`src/hdl/asr_map.svh`:
```
// Address map, field positions, reset values and widths of the sample readout block.
// Included by the package and by the readout top; definitions only.
`ifndef ASR_MAP_SVH
`define ASR_MAP_SVH

// Register offsets on the serial register port
`define ASR_STATUS_ADDR    8'h00
`define ASR_X_HIGH_ADDR    8'h01
`define ASR_X_LOW_ADDR     8'h02
`define ASR_Y_HIGH_ADDR    8'h03
`define ASR_Y_LOW_ADDR     8'h04
`define ASR_Z_HIGH_ADDR    8'h05
`define ASR_Z_LOW_ADDR     8'h06

// Auto-increment steps: plain and fast read (low bytes skipped)
`define ASR_STEP           8'h01
`define ASR_FAST_STEP      8'h02

// Sample layout: 14-bit two's complement, high byte bits 13..6
`define ASR_SAMPLE_W       14
`define ASR_LOW_BITS       6
`define ASR_LOW_PAD        2'b00

// Status byte field positions
`define ASR_XYZ_OW_BIT     7
`define ASR_OW_LSB         4
`define ASR_XYZ_RDY_BIT    3
`define ASR_RDY_LSB        0

// Reset values and fixed answers
`define ASR_FLAG_RESET     3'h0
`define ASR_ADDR_RESET     8'h00
`define ASR_BYTE_ZERO      8'h00
`define ASR_FIFO_OFF       2'b00
`define ASR_AXES           3

`endif

```
`src/hdl/asr_pkg.sv`:
```
// Types shared by the sample readout block and its per-axis flag module.
// Assumes asr_map.svh is on the include path.
`include "asr_map.svh"

package asr_pkg;

   typedef logic [`ASR_SAMPLE_W-1:0] asr_sample_t;
   typedef logic [7:0]               asr_byte_t;
   typedef logic [`ASR_AXES-1:0]     asr_mask_t;

   // Axis whose high byte was read last, or none
   typedef enum logic [1:0] {
      ASR_AX_X    = 2'b00,
      ASR_AX_Y    = 2'b01,
      ASR_AX_Z    = 2'b10,
      ASR_AX_NONE = 2'b11
   } asr_axis_t;

endpackage : asr_pkg

```
`src/hdl/asr_axis_if.sv`:
```
// Signals between the readout top and one per-axis flag and sample module.
// Assumes asr_pkg is compiled first.
`timescale 1ns/1ps

interface asr_axis_if;
   import asr_pkg::*;

   logic        new_sample;
   asr_sample_t sample_in;
   logic        high_read;
   logic        ready;
   logic        overwrite;
   asr_sample_t sample_q;

   modport axis (
      input  new_sample,
      input  sample_in,
      input  high_read,
      output ready,
      output overwrite,
      output sample_q
   );

   modport ctrl (
      output new_sample,
      output sample_in,
      output high_read,
      input  ready,
      input  overwrite,
      input  sample_q
   );

endinterface : asr_axis_if

```
`src/hdl/asr_readout.sv`:
```
// Sample status and output byte registers of a three-axis accelerometer.
// Assumes the serial slave decodes addresses and byte reads on clk and
// hands over single-cycle strobes; sample and FIFO head come from clk logic.
// Function
// - Set combined overwrite flag when a new sample lands before previous set read.
// - Clear combined overwrite only after high bytes of all active axes read.
// - Set an axis overwrite flag when its unread sample is replaced.
// - Clear an axis overwrite flag whenever that axis high byte is read.
// - Set combined ready flag when any enabled axis has a new sample.
// - Clear combined ready only after high bytes of all enabled axes read.
// - Clear an axis ready flag when that axis high byte is read and no new sample lands in the same cycle.
// - All eight status flags are zero after reset.
// - Samples are 14-bit; high byte bits 13..6, low byte bits 5..0 then zeros.
// - Output bytes sit at consecutive addresses X, Y, Z high then low.
// - Fast read makes auto-increment skip the low byte registers.
// - Low byte readable only right after its high byte; no random low reads.
// - High then low read of an axis return the same sample.
// - FIFO off: output bytes show the current sample.
// - FIFO on: output bytes come from the FIFO head sample.
// - Address zero gives sample status with FIFO off, FIFO status with it on.
// - Stop condition discards the stored auto-increment address.
`timescale 1ns/1ps
`include "asr_map.svh"

module asr_readout (
   input  wire logic              clk,
   input  wire logic              arst_n,
   input  wire logic              sample_valid,
   input  wire asr_pkg::asr_sample_t sample_x,
   input  wire asr_pkg::asr_sample_t sample_y,
   input  wire asr_pkg::asr_sample_t sample_z,
   input  wire asr_pkg::asr_mask_t   axis_en,
   input  wire logic [1:0]        fifo_mode_sel,
   input  wire logic              fast_read_sel,
   input  wire asr_pkg::asr_sample_t fifo_head_x,
   input  wire asr_pkg::asr_sample_t fifo_head_y,
   input  wire asr_pkg::asr_sample_t fifo_head_z,
   input  wire asr_pkg::asr_byte_t   fifo_status,
   input  wire logic              addr_load,
   input  wire asr_pkg::asr_byte_t   addr_in,
   input  wire logic              rd_strobe,
   input  wire logic              stop_det,
   output      asr_pkg::asr_byte_t   rd_data,
   output      logic              rd_valid,
   output      asr_pkg::asr_byte_t   status_flags
);
   import asr_pkg::*;

   // Per-axis instances
   asr_axis_if  ax_if [`ASR_AXES] ();
   asr_sample_t samp_in [`ASR_AXES];
   asr_sample_t head_in [`ASR_AXES];
   asr_sample_t src     [`ASR_AXES];
   asr_mask_t   axis_new;
   asr_mask_t   high_hit;
   asr_mask_t   ready_v;
   asr_mask_t   ow_v;

   assign samp_in[0] = sample_x;
   assign samp_in[1] = sample_y;
   assign samp_in[2] = sample_z;
   assign head_in[0] = fifo_head_x;
   assign head_in[1] = fifo_head_y;
   assign head_in[2] = fifo_head_z;

   logic fifo_on;
   assign fifo_on = (fifo_mode_sel != `ASR_FIFO_OFF);

   genvar gi;
   generate
      for (gi = 0; gi < `ASR_AXES; gi++) begin : g_axis
         assign axis_new[gi]             = sample_valid & axis_en[gi];
         assign ax_if[gi].new_sample     = axis_new[gi];
         assign ax_if[gi].sample_in      = samp_in[gi];
         assign ax_if[gi].high_read      = high_hit[gi];
         assign ready_v[gi]              = ax_if[gi].ready;
         assign ow_v[gi]                 = ax_if[gi].overwrite;
         // FIFO head replaces the live sample while the FIFO is on
         assign src[gi] = fifo_on ? head_in[gi] : ax_if[gi].sample_q;
         asr_axis u_axis (
            .clk    (clk),
            .arst_n (arst_n),
            .ax     (ax_if[gi])
         );
      end
   endgenerate

   // Access state
   asr_byte_t   addr;
   asr_axis_t   last_high;
   logic [`ASR_LOW_BITS-1:0] shadow_low;
   logic        xyz_rdy;
   logic        xyz_ow;
   asr_mask_t   ow_pend;
   asr_byte_t   rd_q;
   logic        rd_v_q;

   asr_byte_t   next_addr;
   asr_axis_t   next_last_high;
   logic [`ASR_LOW_BITS-1:0] next_shadow_low;
   logic        next_xyz_rdy;
   logic        next_xyz_ow;
   asr_mask_t   next_ow_pend;
   asr_byte_t   next_rd_q;

   asr_byte_t   cur;
   asr_byte_t   status_byte;
   asr_axis_t   hi_axis;
   asr_axis_t   lo_axis;
   logic        low_ok;
   logic [`ASR_LOW_BITS-1:0] hi_low_bits;
   asr_mask_t   ow_set;
   logic        rdy_any_left;

   function automatic asr_byte_t asr_step(input asr_byte_t a, input logic fast);
      asr_byte_t n;
      n = 8'(a + `ASR_STEP);
      if (fast) begin
         // Fast burst is status then three high bytes, then back to status
         if (a == `ASR_X_HIGH_ADDR || a == `ASR_Y_HIGH_ADDR) begin
            n = 8'(a + `ASR_FAST_STEP);
         end else if (a == `ASR_Z_HIGH_ADDR) begin
            n = `ASR_STATUS_ADDR;
         end
      end
      return n;
   endfunction : asr_step

   function automatic asr_axis_t asr_decode(input asr_byte_t a, input logic high);
      asr_axis_t r;
      r = ASR_AX_NONE;
      unique case (a)
         `ASR_X_HIGH_ADDR: r = high ? ASR_AX_X : ASR_AX_NONE;
         `ASR_X_LOW_ADDR:  r = high ? ASR_AX_NONE : ASR_AX_X;
         `ASR_Y_HIGH_ADDR: r = high ? ASR_AX_Y : ASR_AX_NONE;
         `ASR_Y_LOW_ADDR:  r = high ? ASR_AX_NONE : ASR_AX_Y;
         `ASR_Z_HIGH_ADDR: r = high ? ASR_AX_Z : ASR_AX_NONE;
         `ASR_Z_LOW_ADDR:  r = high ? ASR_AX_NONE : ASR_AX_Z;
         default:          r = ASR_AX_NONE;
      endcase
      return r;
   endfunction : asr_decode

   // Address decode and status assembly
   always_comb begin
      // A repeated start takes the new address in the same cycle as the read
      cur         = addr_load ? addr_in : addr;
      hi_axis     = asr_decode(cur, 1'b1);
      lo_axis     = asr_decode(cur, 1'b0);
      low_ok      = (lo_axis != ASR_AX_NONE) && (lo_axis == last_high);
      high_hit    = '0;
      hi_low_bits = '0;
      if (rd_strobe && hi_axis != ASR_AX_NONE) begin
         high_hit[hi_axis] = 1'b1;
         hi_low_bits       = src[hi_axis][`ASR_LOW_BITS-1:0];
      end
      status_byte = {xyz_ow, ow_v[2], ow_v[1], ow_v[0],
                     xyz_rdy, ready_v[2], ready_v[1], ready_v[0]};
   end

   // Combined flags
   always_comb begin
      ow_set       = axis_new & ready_v & ~high_hit;
      // Pending high reads of active axes; a fresh overwrite re-arms them
      next_ow_pend = (ow_pend & ~high_hit) | ((|ow_set) ? axis_en : '0);
      next_xyz_ow  = (|ow_set) | (xyz_ow & (|next_ow_pend));
      rdy_any_left = |(ready_v & ~high_hit);
      next_xyz_rdy = (|axis_new) | (xyz_rdy & rdy_any_left);
   end

   // Address, low byte latch and read data
   always_comb begin
      next_addr       = addr;
      next_last_high  = last_high;
      next_shadow_low = shadow_low;
      next_rd_q       = rd_q;
      if (addr_load) begin
         next_addr = addr_in;
      end
      if (rd_strobe) begin
         next_addr      = asr_step(cur, fast_read_sel);
         next_last_high = hi_axis;
         if (cur == `ASR_STATUS_ADDR) begin
            next_rd_q = fifo_on ? fifo_status : status_byte;
         end else if (hi_axis != ASR_AX_NONE) begin
            next_rd_q = src[hi_axis][`ASR_SAMPLE_W-1:`ASR_LOW_BITS];
            // Low bits frozen here so a new sample cannot split the pair
            next_shadow_low = hi_low_bits;
         end else if (low_ok) begin
            next_rd_q = {shadow_low, `ASR_LOW_PAD};
         end else begin
            // Random low reads and foreign addresses answer zero
            next_rd_q = `ASR_BYTE_ZERO;
         end
      end
      if (stop_det) begin
         next_addr      = `ASR_ADDR_RESET;
         next_last_high = ASR_AX_NONE;
      end
   end

   always_ff @(posedge clk or negedge arst_n) begin
      if (!arst_n) begin
         addr       <= `ASR_ADDR_RESET;
         last_high  <= ASR_AX_NONE;
         shadow_low <= '0;
         xyz_rdy    <= 1'b0;
         xyz_ow     <= 1'b0;
         ow_pend    <= `ASR_FLAG_RESET;
         rd_q       <= `ASR_BYTE_ZERO;
         rd_v_q     <= 1'b0;
      end else begin
         addr       <= next_addr;
         last_high  <= next_last_high;
         shadow_low <= next_shadow_low;
         xyz_rdy    <= next_xyz_rdy;
         xyz_ow     <= next_xyz_ow;
         ow_pend    <= next_ow_pend;
         rd_q       <= next_rd_q;
         rd_v_q     <= rd_strobe;
      end
   end

   assign rd_data      = rd_q;
   assign rd_valid     = rd_v_q;
   assign status_flags = status_byte;
endmodule : asr_readout

```
`src/hdl/asr_axis.sv`:
```
// One axis: holds the latest sample and its ready and overwrite flags.
// Assumes new_sample and high_read are one-cycle pulses on clk.
`timescale 1ns/1ps

module asr_axis (
   input wire logic clk,
   input wire logic arst_n,
   asr_axis_if.axis ax
);
   import asr_pkg::*;

   logic        ready;
   logic        overwrite;
   asr_sample_t sample_q;
   logic        next_ready;
   logic        next_overwrite;
   asr_sample_t next_sample;
   logic        ow_set;

   always_comb begin
      next_sample = ax.new_sample ? ax.sample_in : sample_q;
      // A read in the same cycle retrieves the old sample, so no overwrite
      ow_set         = ax.new_sample & ready & ~ax.high_read;
      next_overwrite = ow_set | (overwrite & ~ax.high_read);
      // Set wins over the clear of a coincident read
      next_ready     = ax.new_sample | (ready & ~ax.high_read);
   end

   always_ff @(posedge clk or negedge arst_n) begin
      if (!arst_n) begin
         ready     <= 1'b0;
         overwrite <= 1'b0;
         sample_q  <= '0;
      end else begin
         ready     <= next_ready;
         overwrite <= next_overwrite;
         sample_q  <= next_sample;
      end
   end

   assign ax.ready     = ready;
   assign ax.overwrite = overwrite;
   assign ax.sample_q  = sample_q;
endmodule : asr_axis

```
`config.mk`:
```
export PLATFORM = sky130hd
export DESIGN_NAME = asr_readout
export DESIGN_NICKNAME = d
export VERILOG_FILES = /design/src/hdl/asr_pkg.sv /design/src/hdl/asr_axis_if.sv /design/src/hdl/asr_readout.sv /design/src/hdl/asr_axis.sv
export VERILOG_INCLUDE_DIRS = /design/src /design/src/hdl
export SDC_FILE = /design/constraint.sdc
export NUM_CORES = 1
export LEC_CHECK = 0
export BUFFER_PORTS_ARGS = -buffer_cell sky130_fd_sc_hd__buf_2
export CORE_ASPECT_RATIO = 1.5
export CORE_UTILIZATION = 25
export DETAILED_ROUTE_END_ITERATION = 12
export PLACE_DENSITY = 0.57
export SLEW_MARGIN = 20
export SYNTH_ARGS = -nofsm -noshare
export SYNTH_HDL_FRONTEND = slang
export SYNTH_SLANG_ARGS = --single-unit
```
`constraint.sdc`:
```
create_clock -name clk -period 3.1 [get_ports clk]
set_clock_uncertainty 0.05 [all_clocks]
set_input_delay 0.155 -clock clk [delete_from_list [all_inputs] [get_ports clk]]
set_output_delay 0.155 -clock clk [all_outputs]
set_load 0.01 [all_outputs]
```
==> results.yml, run 1 <==
grt:
  maximum_number_of_pins_on_one_net_before_global_route_repair: 79
  grt_first_pass_wirelength_um: 21820
  most_utilized_layer_in_the_global_route_result: "met2"
  antenna_found_initial: 0
  use_met2: 0.3006
  first_global_vias: 4077
  grt.met3_usage: 0.02738
  gr_layer_usage_met1: 0.1887
  gr-total-overflow: 0
  grt_use_total: 0.1663
sta:
  setup_viol: 0
  finalCritPeriodShare: 0.8368
  tightestPinTransition_ps: 860.2
  final-max-slew-violation-count: 0
  max_freq_mhz: 385.5
  setup_tns_ps: 0
  whs_ps: 4.486
  max-slew-margin-rel: 0.4252
  finalWorstPathRequiredPeriod_ps: 2594
  setup_repair_after_global_routing_missed_its_margin: "false"
  number_of_failing_hold_endpoints_at_the_final_stage: 0
floorplanning:
  die_height_um: 163.8
  num_rows: 58
  start_util: 0.2582
  design.portCount: 129
  fp.dieArea_um2: 18010
  die_width_um: 109.9
  core_region_area_um2: 16910
finish:
  insertedDiodeCount: 0
  final.fill_count: 1744
  drive_above_1_share: 0.3817
  leading_cell_type_in_the_layout_fill_and_taps_excluded: "buf_2"
  seq_area_um2: 1954
  mostFrequentLayoutCells: "127 x buf_2, 76 x dfrtp_1, 75 x nand2_1"
  multi_input_area_um2: 2220
  fin_nets: 691
  areaGrowthSynthToFinish_pct: 32.65
clock_network:
  cts_tree: "built"
  number_of_buffers_inserted_during_clock_tree_synthesis: 9
  htree_levels: 3
  cts-root-buf: "clkbuf_16"
  clk_transition_reported_paths_ps: 60
  insertion_delay_to_the_later_sink_of_the_worst_skew_pair_ps: 340
  maximum_number_of_buffers_from_clock_root_to_sink: 2
  cts.sinks: 78
power_and_ir_drop:
  power.internal_mw: 2.004
  switchingPower_uw: 795.3
  pwr-share-seq: 0.445
  power.share.combinational: 0.199
  switching_power_as_a_share_of_total_power: 0.2841
  pwr-share-clk: 0.356
  report.power.total_mw: 2.799
  ir_drop_uv: 215.6
  power.density_cell_area_nw_per_um2: 483.4
  total_leakage_power_nw: 2.634
place:
  hpwl_um: 11050
  io_buffers: 128
  gp_congestion: 0.8349
logic_synthesis:
  synthesis.area_per_instance_um2: 10.27
  synthFlopType: "dfrtp_1"
  synth_cell_types: 63
  async_flop_share: 1.000
  synthesis.nets: 542
  synth-edff-count: 0
  yosys_warnings: 0
  ys_ff_latch: 78
  synth.yosys.seq_area_share: 0.4477
  synth_area_um2: 4365
  synth_cells: 425
setup_path:
  timing.rr.start: "addr[5]$_DFF_PN0_"
  timing.critical_path.from: "addr[5]$_DFF_PN0_"
  r2r.worst_path.cells: 6
  crit_type: "flip-flop to flip-flop"
  crit_fanout: 12
  critPathCaptureType: "flip-flop"
  cp.arrival_ps: 2710
  start_kind: "flip-flop"
  crit_required_ps: 3220
min_path:
  worstHoldPathCells: 2
  hold_path.startpoint: "sample_y[0]"
  timing.hold.worst.class: "primary input to flip-flop"
route:
  viasPerCell: 4.885
  drt_iter0_markers: 200
  drc_errors: 0
  routedWlPerCell_um: 18.11
  via_count: 3854
  drt_first_pass_iters: 4
  final_routed_wirelength_across_all_metal_layers_um: 14290
  drtAntennaViolNets: 0
run:
  maxcap_viol_count: 0
status:
  result_of_the_run: "completed"
==> cell type report <==
| cell class | instances | share of cell area |
|---|---|---|
| clock buffers | 11 | 0.04192 |
| inverters | 11 | 0.007131 |
| repair buffers | 168 | 0.1787 |
| flip-flops and latches | 78 | 0.3375 |
| clock inverters | 5 | 0.006050 |
| well taps | 210 | 0.04538 |
| multi-input cells | 306 | 0.3833 |
==> metrics by stage <==
step                      setup WS, ps    util  area, um2  cells
after floorplan                  552.1       -       4365    425
after global placement           479.5  0.3081       5209    743
after detailed placement         406.5  0.3081       5209    743
after CTS                        485.4  0.3422       5787    789
after global routing             365.3  0.3425       5791    789
final                            505.8  0.3425       5791    789
==> power by group through the flow <==
stage	clock (mW)	sequential (mW)	combinational (mW)
after floorplan	0	1.24	0.326
after global placement	0	1.26	0.525
after detailed placement	0	1.26	0.533
after CTS	1.03	1.25	0.565
after global routing	1.07	1.26	0.615
final	0.997	1.24	0.557
==> critical path, cell delays in order, from the launching register on <==
cell and delay (ps):
dfrtp_1 380, or4_4 540, o22ai_2 430, and4b_1 380, nand2_1 180, a222oi_1 330
o2111ai_1 140
==> layer usage <==
layer,wire (um),up-vias
met4,474,0
met5,0,-
met1,5501,1884
li1,-,1827
met2,7667,118
met3,642,25
==> cell usage after synthesis (3+ instances only) <==
cell type	number	area [um2]
o22ai_1	3	18.77
dfrtp_1	76	1902
buf_4	11	82.58
o221a_2	4	45.04
nor3_1	5	25.02
ha_1	5	62.56
nand3_1	17	85.08
buf_2	3	15.01
mux4_2	4	90.09
inv_1	11	41.29
o22a_1	3	26.28
o21a_1	6	45.04
a31oi_1	8	50.05
o21ai_0	6	30.03
mux2_2	42	473.0
nand4_1	5	31.28
mux2i_1	27	270.3
nand2_1	75	281.5
a32oi_1	4	35.03
clkbuf_1	15	56.30
o21ai_1	3	15.01
nor2_1	21	78.83
and3_1	3	18.77
a21oi_1	18	90.09
==> cell families after synthesis <==
kind of cell,Yosys count,synth area share
flip-flops,78,0.4477
adder cells (fa/ha/maj),5,0.01433
AND/OR/NAND/NOR,148,0.1608
buffers and inverters,41,0.04557
XOR/XNOR,4,0.008027
multiplexers,74,0.1940
AO/OA/AOI/OAI,75,0.1296
==> registers in the layout (all words and copies together), names as in the netlist <==
signal and flops:
g_axis.u_axis.ax.ready 3, xyz_rdy 1, g_axis.u_axis.ax.overwrite 3, addr 8
shadow_low 6, xyz_ow 1, ow_pend 3, rd_valid 1
rd_data 8, g_axis.u_axis.ax.sample_q 42, last_high 2
==> worst paths after layout <==
kind	to	slack, ps
min in group asynchronous	addr[7]$_DFF_PN0_	370
worst max-delay path	xyz_rdy$_DFF_PN0_	510
worst min register to register	ow_pend[1]$_DFF_PN0_	440
worst min-delay path	g_axis[1].u_axis.ax.sample_q[0]$_DFFE_PN0P_	4
worst max register to register	xyz_rdy$_DFF_PN0_	510
max in group asynchronous	g_axis[1].u_axis.ax.sample_q[13]$_DFFE_PN0P_	2100
==> repair_timing <==
| item | in CTS | in global routing |
|---|---|---|
| hold buffers | 30 | 0 |
| buffers inserted | 0 | 0 |
| endpoints found under the hold margin | 33 | 0 |
| resized for setup | 0 | 0 |
Power figures use the tool's default switching activity.
==> run 2, diff against run 1 <==
- PLACE_DENSITY: 0.57 -> 0.58
- clock period: 3.1 -> 2.3 ns (I/O delays scaled with it)
==> results.yml, run 2 (same netlist as run 1, synthesis figures left out) <==
status:
  result_of_the_run: "completed"
place:
  placed_area_um2: 5404
  dp_worst_setup_slack_ps: 5.960
  hpwl_um: 11250
  io_buffers: 128
  gp_congestion: 0.8160
  dp.cells: 764
finish:
  final.fill_count: 1700
  final_util: 0.3685
  areaGrowthSynthToFinish_pct: 42.73
  insertedDiodeCount: 0
  fin_nets: 730
  mostFrequentLayoutCells: "127 x buf_2, 76 x dfrtp_1, 74 x nand2_1"
  final_cells: 826
  drive_above_1_share: 0.4091
  largest_register_ff_count: 42
  final_design_area_no_fill_um2: 6231
  leading_cell_type_in_the_layout_fill_and_taps_excluded: "buf_2"
  largest_register: "g_axis.u_axis.ax.sample_q"
power_and_ir_drop:
  power.density_cell_area_nw_per_um2: 647.3
  ir_drop_uv: 282.5
  total_leakage_power_nw: 2.844
  report.power.total_mw: 4.034
setup_path:
  timing.critical_path.cells: "or4_4 -> o22ai_4 -> buf_6 -> nand2_2 -> buf_4 -> a221o_1 -> a211oi_2"
  cp_num_buf_inv: 2
  crit_type: "flip-flop to flip-flop"
  crit_path_max_incr_delay_ps: 540
  critPathCaptureType: "flip-flop"
  crit_slowest_cell: "or4_4"
  crit_fanout: 10
  cp.arrival_ps: 2410
  start_kind: "flip-flop"
  crit_required_ps: 2500
  cp_top_family: "compound AO/OA/AOI/OAI gates"
grt:
  gr-total-overflow: 0
  antenna_found_initial: 0
  grt_first_pass_wirelength_um: 22160
  grt_use_total: 0.1683
  maximum_number_of_pins_on_one_net_before_global_route_repair: 50
  first_global_vias: 4272
clock_network:
  insertion_delay_to_the_later_sink_of_the_worst_skew_pair_ps: 330
  number_of_buffers_inserted_during_clock_tree_synthesis: 9
  cts-root-buf: "clkbuf_16"
  clk_transition_reported_paths_ps: 60
  cts.sinks: 78
  maximum_number_of_buffers_from_clock_root_to_sink: 2
  cts_tree: "built"
  htree_levels: 3
sta:
  max_freq_mhz: 452.8
  setup_repair_after_global_routing_missed_its_margin: "true"
  setup_tns_ps: 0
  finalCritPeriodShare: 0.9602
  finalWorstPathRequiredPeriod_ps: 2208
  tightestPinTransition_ps: 491.2
  post_route_worst_setup_slack_ps: 91.53
  setup_viol: 0
  whs_ps: 16.64
  max-slew-margin-rel: 0.6725
  final-max-slew-violation-count: 0
  number_of_failing_hold_endpoints_at_the_final_stage: 0
floorplanning:
  die_width_um: 109.9
  fp.dieArea_um2: 18010
  num_rows: 58
  die_height_um: 163.8
  design.portCount: 129
  core_region_area_um2: 16910
  start_util: 0.2582
run:
  maxcap_viol_count: 0
min_path:
  timing.hold.worst.class: "primary input to flip-flop"
route:
  drt_iter0_markers: 198
  routedWlPerCell_um: 17.82
  viasPerCell: 4.847
  drt_first_pass_iters: 4
  final_routed_wirelength_across_all_metal_layers_um: 14720
  drtAntennaViolNets: 0
  drc_errors: 0
  via_count: 4004
-- run 2: changes by cell type in the layout (fill, tap and decap cells not counted), moves of 2 or more --
| cell | change |
|---|---|
| buf_12 | +2 |
| dlygate4sd3_1 | +14 |
| buf_4 | +22 |
| bufinv_16 | +2 |
| clkinv_4 | -2 |
-- run 2: power by group --
group	internal [mW]	leakage (nW)	total [mW]	switching (mW)
combinational	0.432	1.79	0.832	0.400
clock	0.966	0.150	1.53	0.559
sequential	1.57	0.901	1.68	0.108
-- run 2: final cells by class --
type	count	area [um2]	share of cell area
well taps	210	262.8	0.04217
flip-flops and latches	78	1954	0.3137
multi-input cells	306	2270	0.3643
inverters	11	41.29	0.006627
repair buffers	207	1391	0.2233
clock buffers	10	239.0	0.03835
clock inverters	4	72.57	0.01165
-- run 2: final timing paths --
| kind | startpoint | to | slack, ps | depth (start not counted) |
|---|---|---|---|---|
| max in group asynchronous | arst_n | shadow_low[0]$_DFFE_PN0P_ | 1360 | 3 |
| worst max-delay path | addr[5]$_DFF_PN0_ | addr[3]$_DFF_PN0_ | 90 | 7 |
| min in group asynchronous | arst_n | addr[3]$_DFF_PN0_ | 220 | 2 |
| worst max register to register | addr[5]$_DFF_PN0_ | addr[3]$_DFF_PN0_ | 90 | 7 |
| worst min-delay path | axis_en[2] | ow_pend[2]$_DFF_PN0_ | 20 | 3 |
| worst min register to register | ow_pend[1]$_DFF_PN0_ | ow_pend[1]$_DFF_PN0_ | 440 | 2 |
-- run 2: routing by layer --
metal  global-route usage  vias up  share of wire
met2               0.3105      119           0.55
met5                    0        -              0
met1               0.1773     1950           0.37
met3              0.03016       37          0.043
met4              0.08848        0          0.041
li1                     -     1898              -
-- run 2: worst min-delay path, stage by stage --
cell     delay (ps)
buf_2           120
inv_1            40
o21ai_0          70
-- run 2: what timing repair did --
action,CTS,global route
hold buffers,44,0
resized for setup,1,11
gates cloned,0,0
pin swaps,0,1
endpoints found under the setup margin,1,12
hold endpoints to repair,70,0
buffers inserted,0,4
==> run 3, diff against run 2 <==
- CORE_UTILIZATION: 25 -> 52
- PLACE_DENSITY: 0.58 -> 0.92
- clock period: 2.3 -> 2.5 ns (I/O delays scaled with it)
==> results.yml, run 3 (same netlist as run 1, synthesis figures left out) <==
route:
  via_count: 4135
  drt_first_pass_iters: 5
  drtAntennaViolNets: 0
  drt_iter0_markers: 323
  routedWlPerCell_um: 19.64
  viasPerCell: 5.849
  final_routed_wirelength_across_all_metal_layers_um: 13890
  drc_errors: 0
place:
  io_buffers: 128
  dp.cells: 646
  dp_worst_setup_slack_ps: 79.44
  hpwl_um: 9645
  gp_congestion: 0.9080
finish:
  fin_nets: 714
  insertedDiodeCount: 0
  drive_above_1_share: 0.3870
  final_cells: 707
  areaGrowthSynthToFinish_pct: 35.74
  leading_cell_type_in_the_layout_fill_and_taps_excluded: "buf_2"
  mostFrequentLayoutCells: "127 x buf_2, 76 x dfrtp_1, 75 x nand2_1"
  largest_register_ff_count: 42
  final_util: 0.7354
  largest_register: "g_axis.u_axis.ax.sample_q"
setup_path:
  start_kind: "flip-flop"
  cp.arrival_ps: 2560
  critPathCaptureType: "flip-flop"
  crit_fanout: 4
  crit_required_ps: 2710
  crit_type: "flip-flop to flip-flop"
floorplanning:
  num_rows: 40
  core_region_area_um2: 8058
  design.portCount: 129
  start_util: 0.5418
  die_width_um: 76.81
  fp.dieArea_um2: 8773
  die_height_um: 114.2
grt:
  first_global_vias: 4417
  grt_use_total: 0.3307
  gr-total-overflow: 0
  gr_layer_usage_met1: 0.3326
  grt_first_pass_wirelength_um: 21510
  antenna_found_initial: 0
  most_utilized_layer_in_the_global_route_result: "met2"
  grt.met3_usage: 0.05817
  use_met2: 0.6012
  maximum_number_of_pins_on_one_net_before_global_route_repair: 79
min_path:
  timing.hold.worst.class: "primary input to flip-flop"
clock_network:
  htree_levels: 3
  cts.sinks: 78
  cts-root-buf: "clkbuf_16"
  number_of_buffers_inserted_during_clock_tree_synthesis: 9
  insertion_delay_to_the_later_sink_of_the_worst_skew_pair_ps: 340
  cts_tree: "built"
  clk_transition_reported_paths_ps: 60
  maximum_number_of_buffers_from_clock_root_to_sink: 2
sta:
  number_of_failing_hold_endpoints_at_the_final_stage: 0
  post_route_worst_setup_slack_ps: 151.7
  max-slew-margin-rel: 0.3351
  final-max-slew-violation-count: 0
  setup_tns_ps: 0
  setup_repair_after_global_routing_missed_its_margin: "false"
  max_freq_mhz: 425.8
  setup_viol: 0
  finalCritPeriodShare: 0.9393
  tightestPinTransition_ps: 997.3
  finalWorstPathRequiredPeriod_ps: 2348
power_and_ir_drop:
  ir_drop_uv: 707.0
  power.density_cell_area_nw_per_um2: 629.6
  report.power.total_mw: 3.731
  total_leakage_power_nw: 2.754
status:
  result_of_the_run: "completed"
run:
  maxcap_viol_count: 0
## run 3: cell types whose count changed in the layout (fill, tap and decap cells not counted), moves of 2 or more
| cell | previous run | this run |
|---|---|---|
| buf_4 | 31 | 19 |
| buf_12 | 3 | 0 |
| buf_6 | 2 | 0 |
| mux2i_2 | 1 | 3 |
## run 3: routing by layer
layer  vias to the layer above  share of wire  routed length (um)
met5                         -              0                   0
met4                         0          0.065                 908
met3                        67          0.056                 774
met2                       219           0.53                7294
met1                      1978           0.35                4908
li1                       1871              -                   -
## run 3: worst paths after layout
| path | slack [ps] | endpoint | cells after the start | from |
|---|---|---|---|---|
| max | 150 | rd_data[7]$_DFFE_PN0P_ | 10 | addr[1]$_DFF_PN0_ |
| min | 10 | ow_pend[2]$_DFF_PN0_ | 3 | axis_en[2] |
| max reg2reg | 150 | rd_data[7]$_DFFE_PN0P_ | 10 | addr[1]$_DFF_PN0_ |
| min reg2reg | 450 | g_axis[1].u_axis.ax.sample_q[5]$_DFFE_PN0P_ | 1 | g_axis[1].u_axis.ax.sample_q[5]$_DFFE_PN0P_ |
| max in group asynchronous | 1320 | g_axis[1].u_axis.ax.sample_q[2]$_DFFE_PN0P_ | 2 | arst_n |
| min in group asynchronous | 460 | addr[1]$_DFF_PN0_ | 2 | arst_n |
## run 3: through the flow
stage | instance area [um2] | hold WS, ps
finish | 5926 | 14.32
global route | 5926 | 43.54
CTS | 5913 | 5.803
floorplan | 4369 | -220.6
global placement | 5129 | 290.9
detailed placement | 5129 | 294.6
## run 3: timing repair
item,in CTS,in global routing
hold buffers,45,0
hold endpoints to repair,120,0
endpoints found under the setup margin,0,6
buffers inserted,0,0
gates resized for setup,0,3
## run 3: power by group
group | switching, mW | internal, mW | total, mW
registers | 0.109 | 1.44 | 1.55
clock network | 0.518 | 0.928 | 1.45
logic | 0.364 | 0.369 | 0.732
## run 3: area by class of cell
type,instances,area (um2)
multi-input cells,306,2236
flip-flops and latches,78,1954
clock inverters,5,81.33
fillers,555,2132
clock buffers,11,252.7
well taps,105,131.4
inverters,11,41.29
repair buffers,191,1229
## run 3: worst max-delay path, cell delays in order, from the launching register on
cell and delay [ps]:
dfrtp_1 370, mux2i_2 210, inv_1 90, buf_4 160, ha_1 240, nor4bb_1 310, o22a_1 180, a21o_1 100
and4_2 280, nand2_1 100, a31oi_1 170
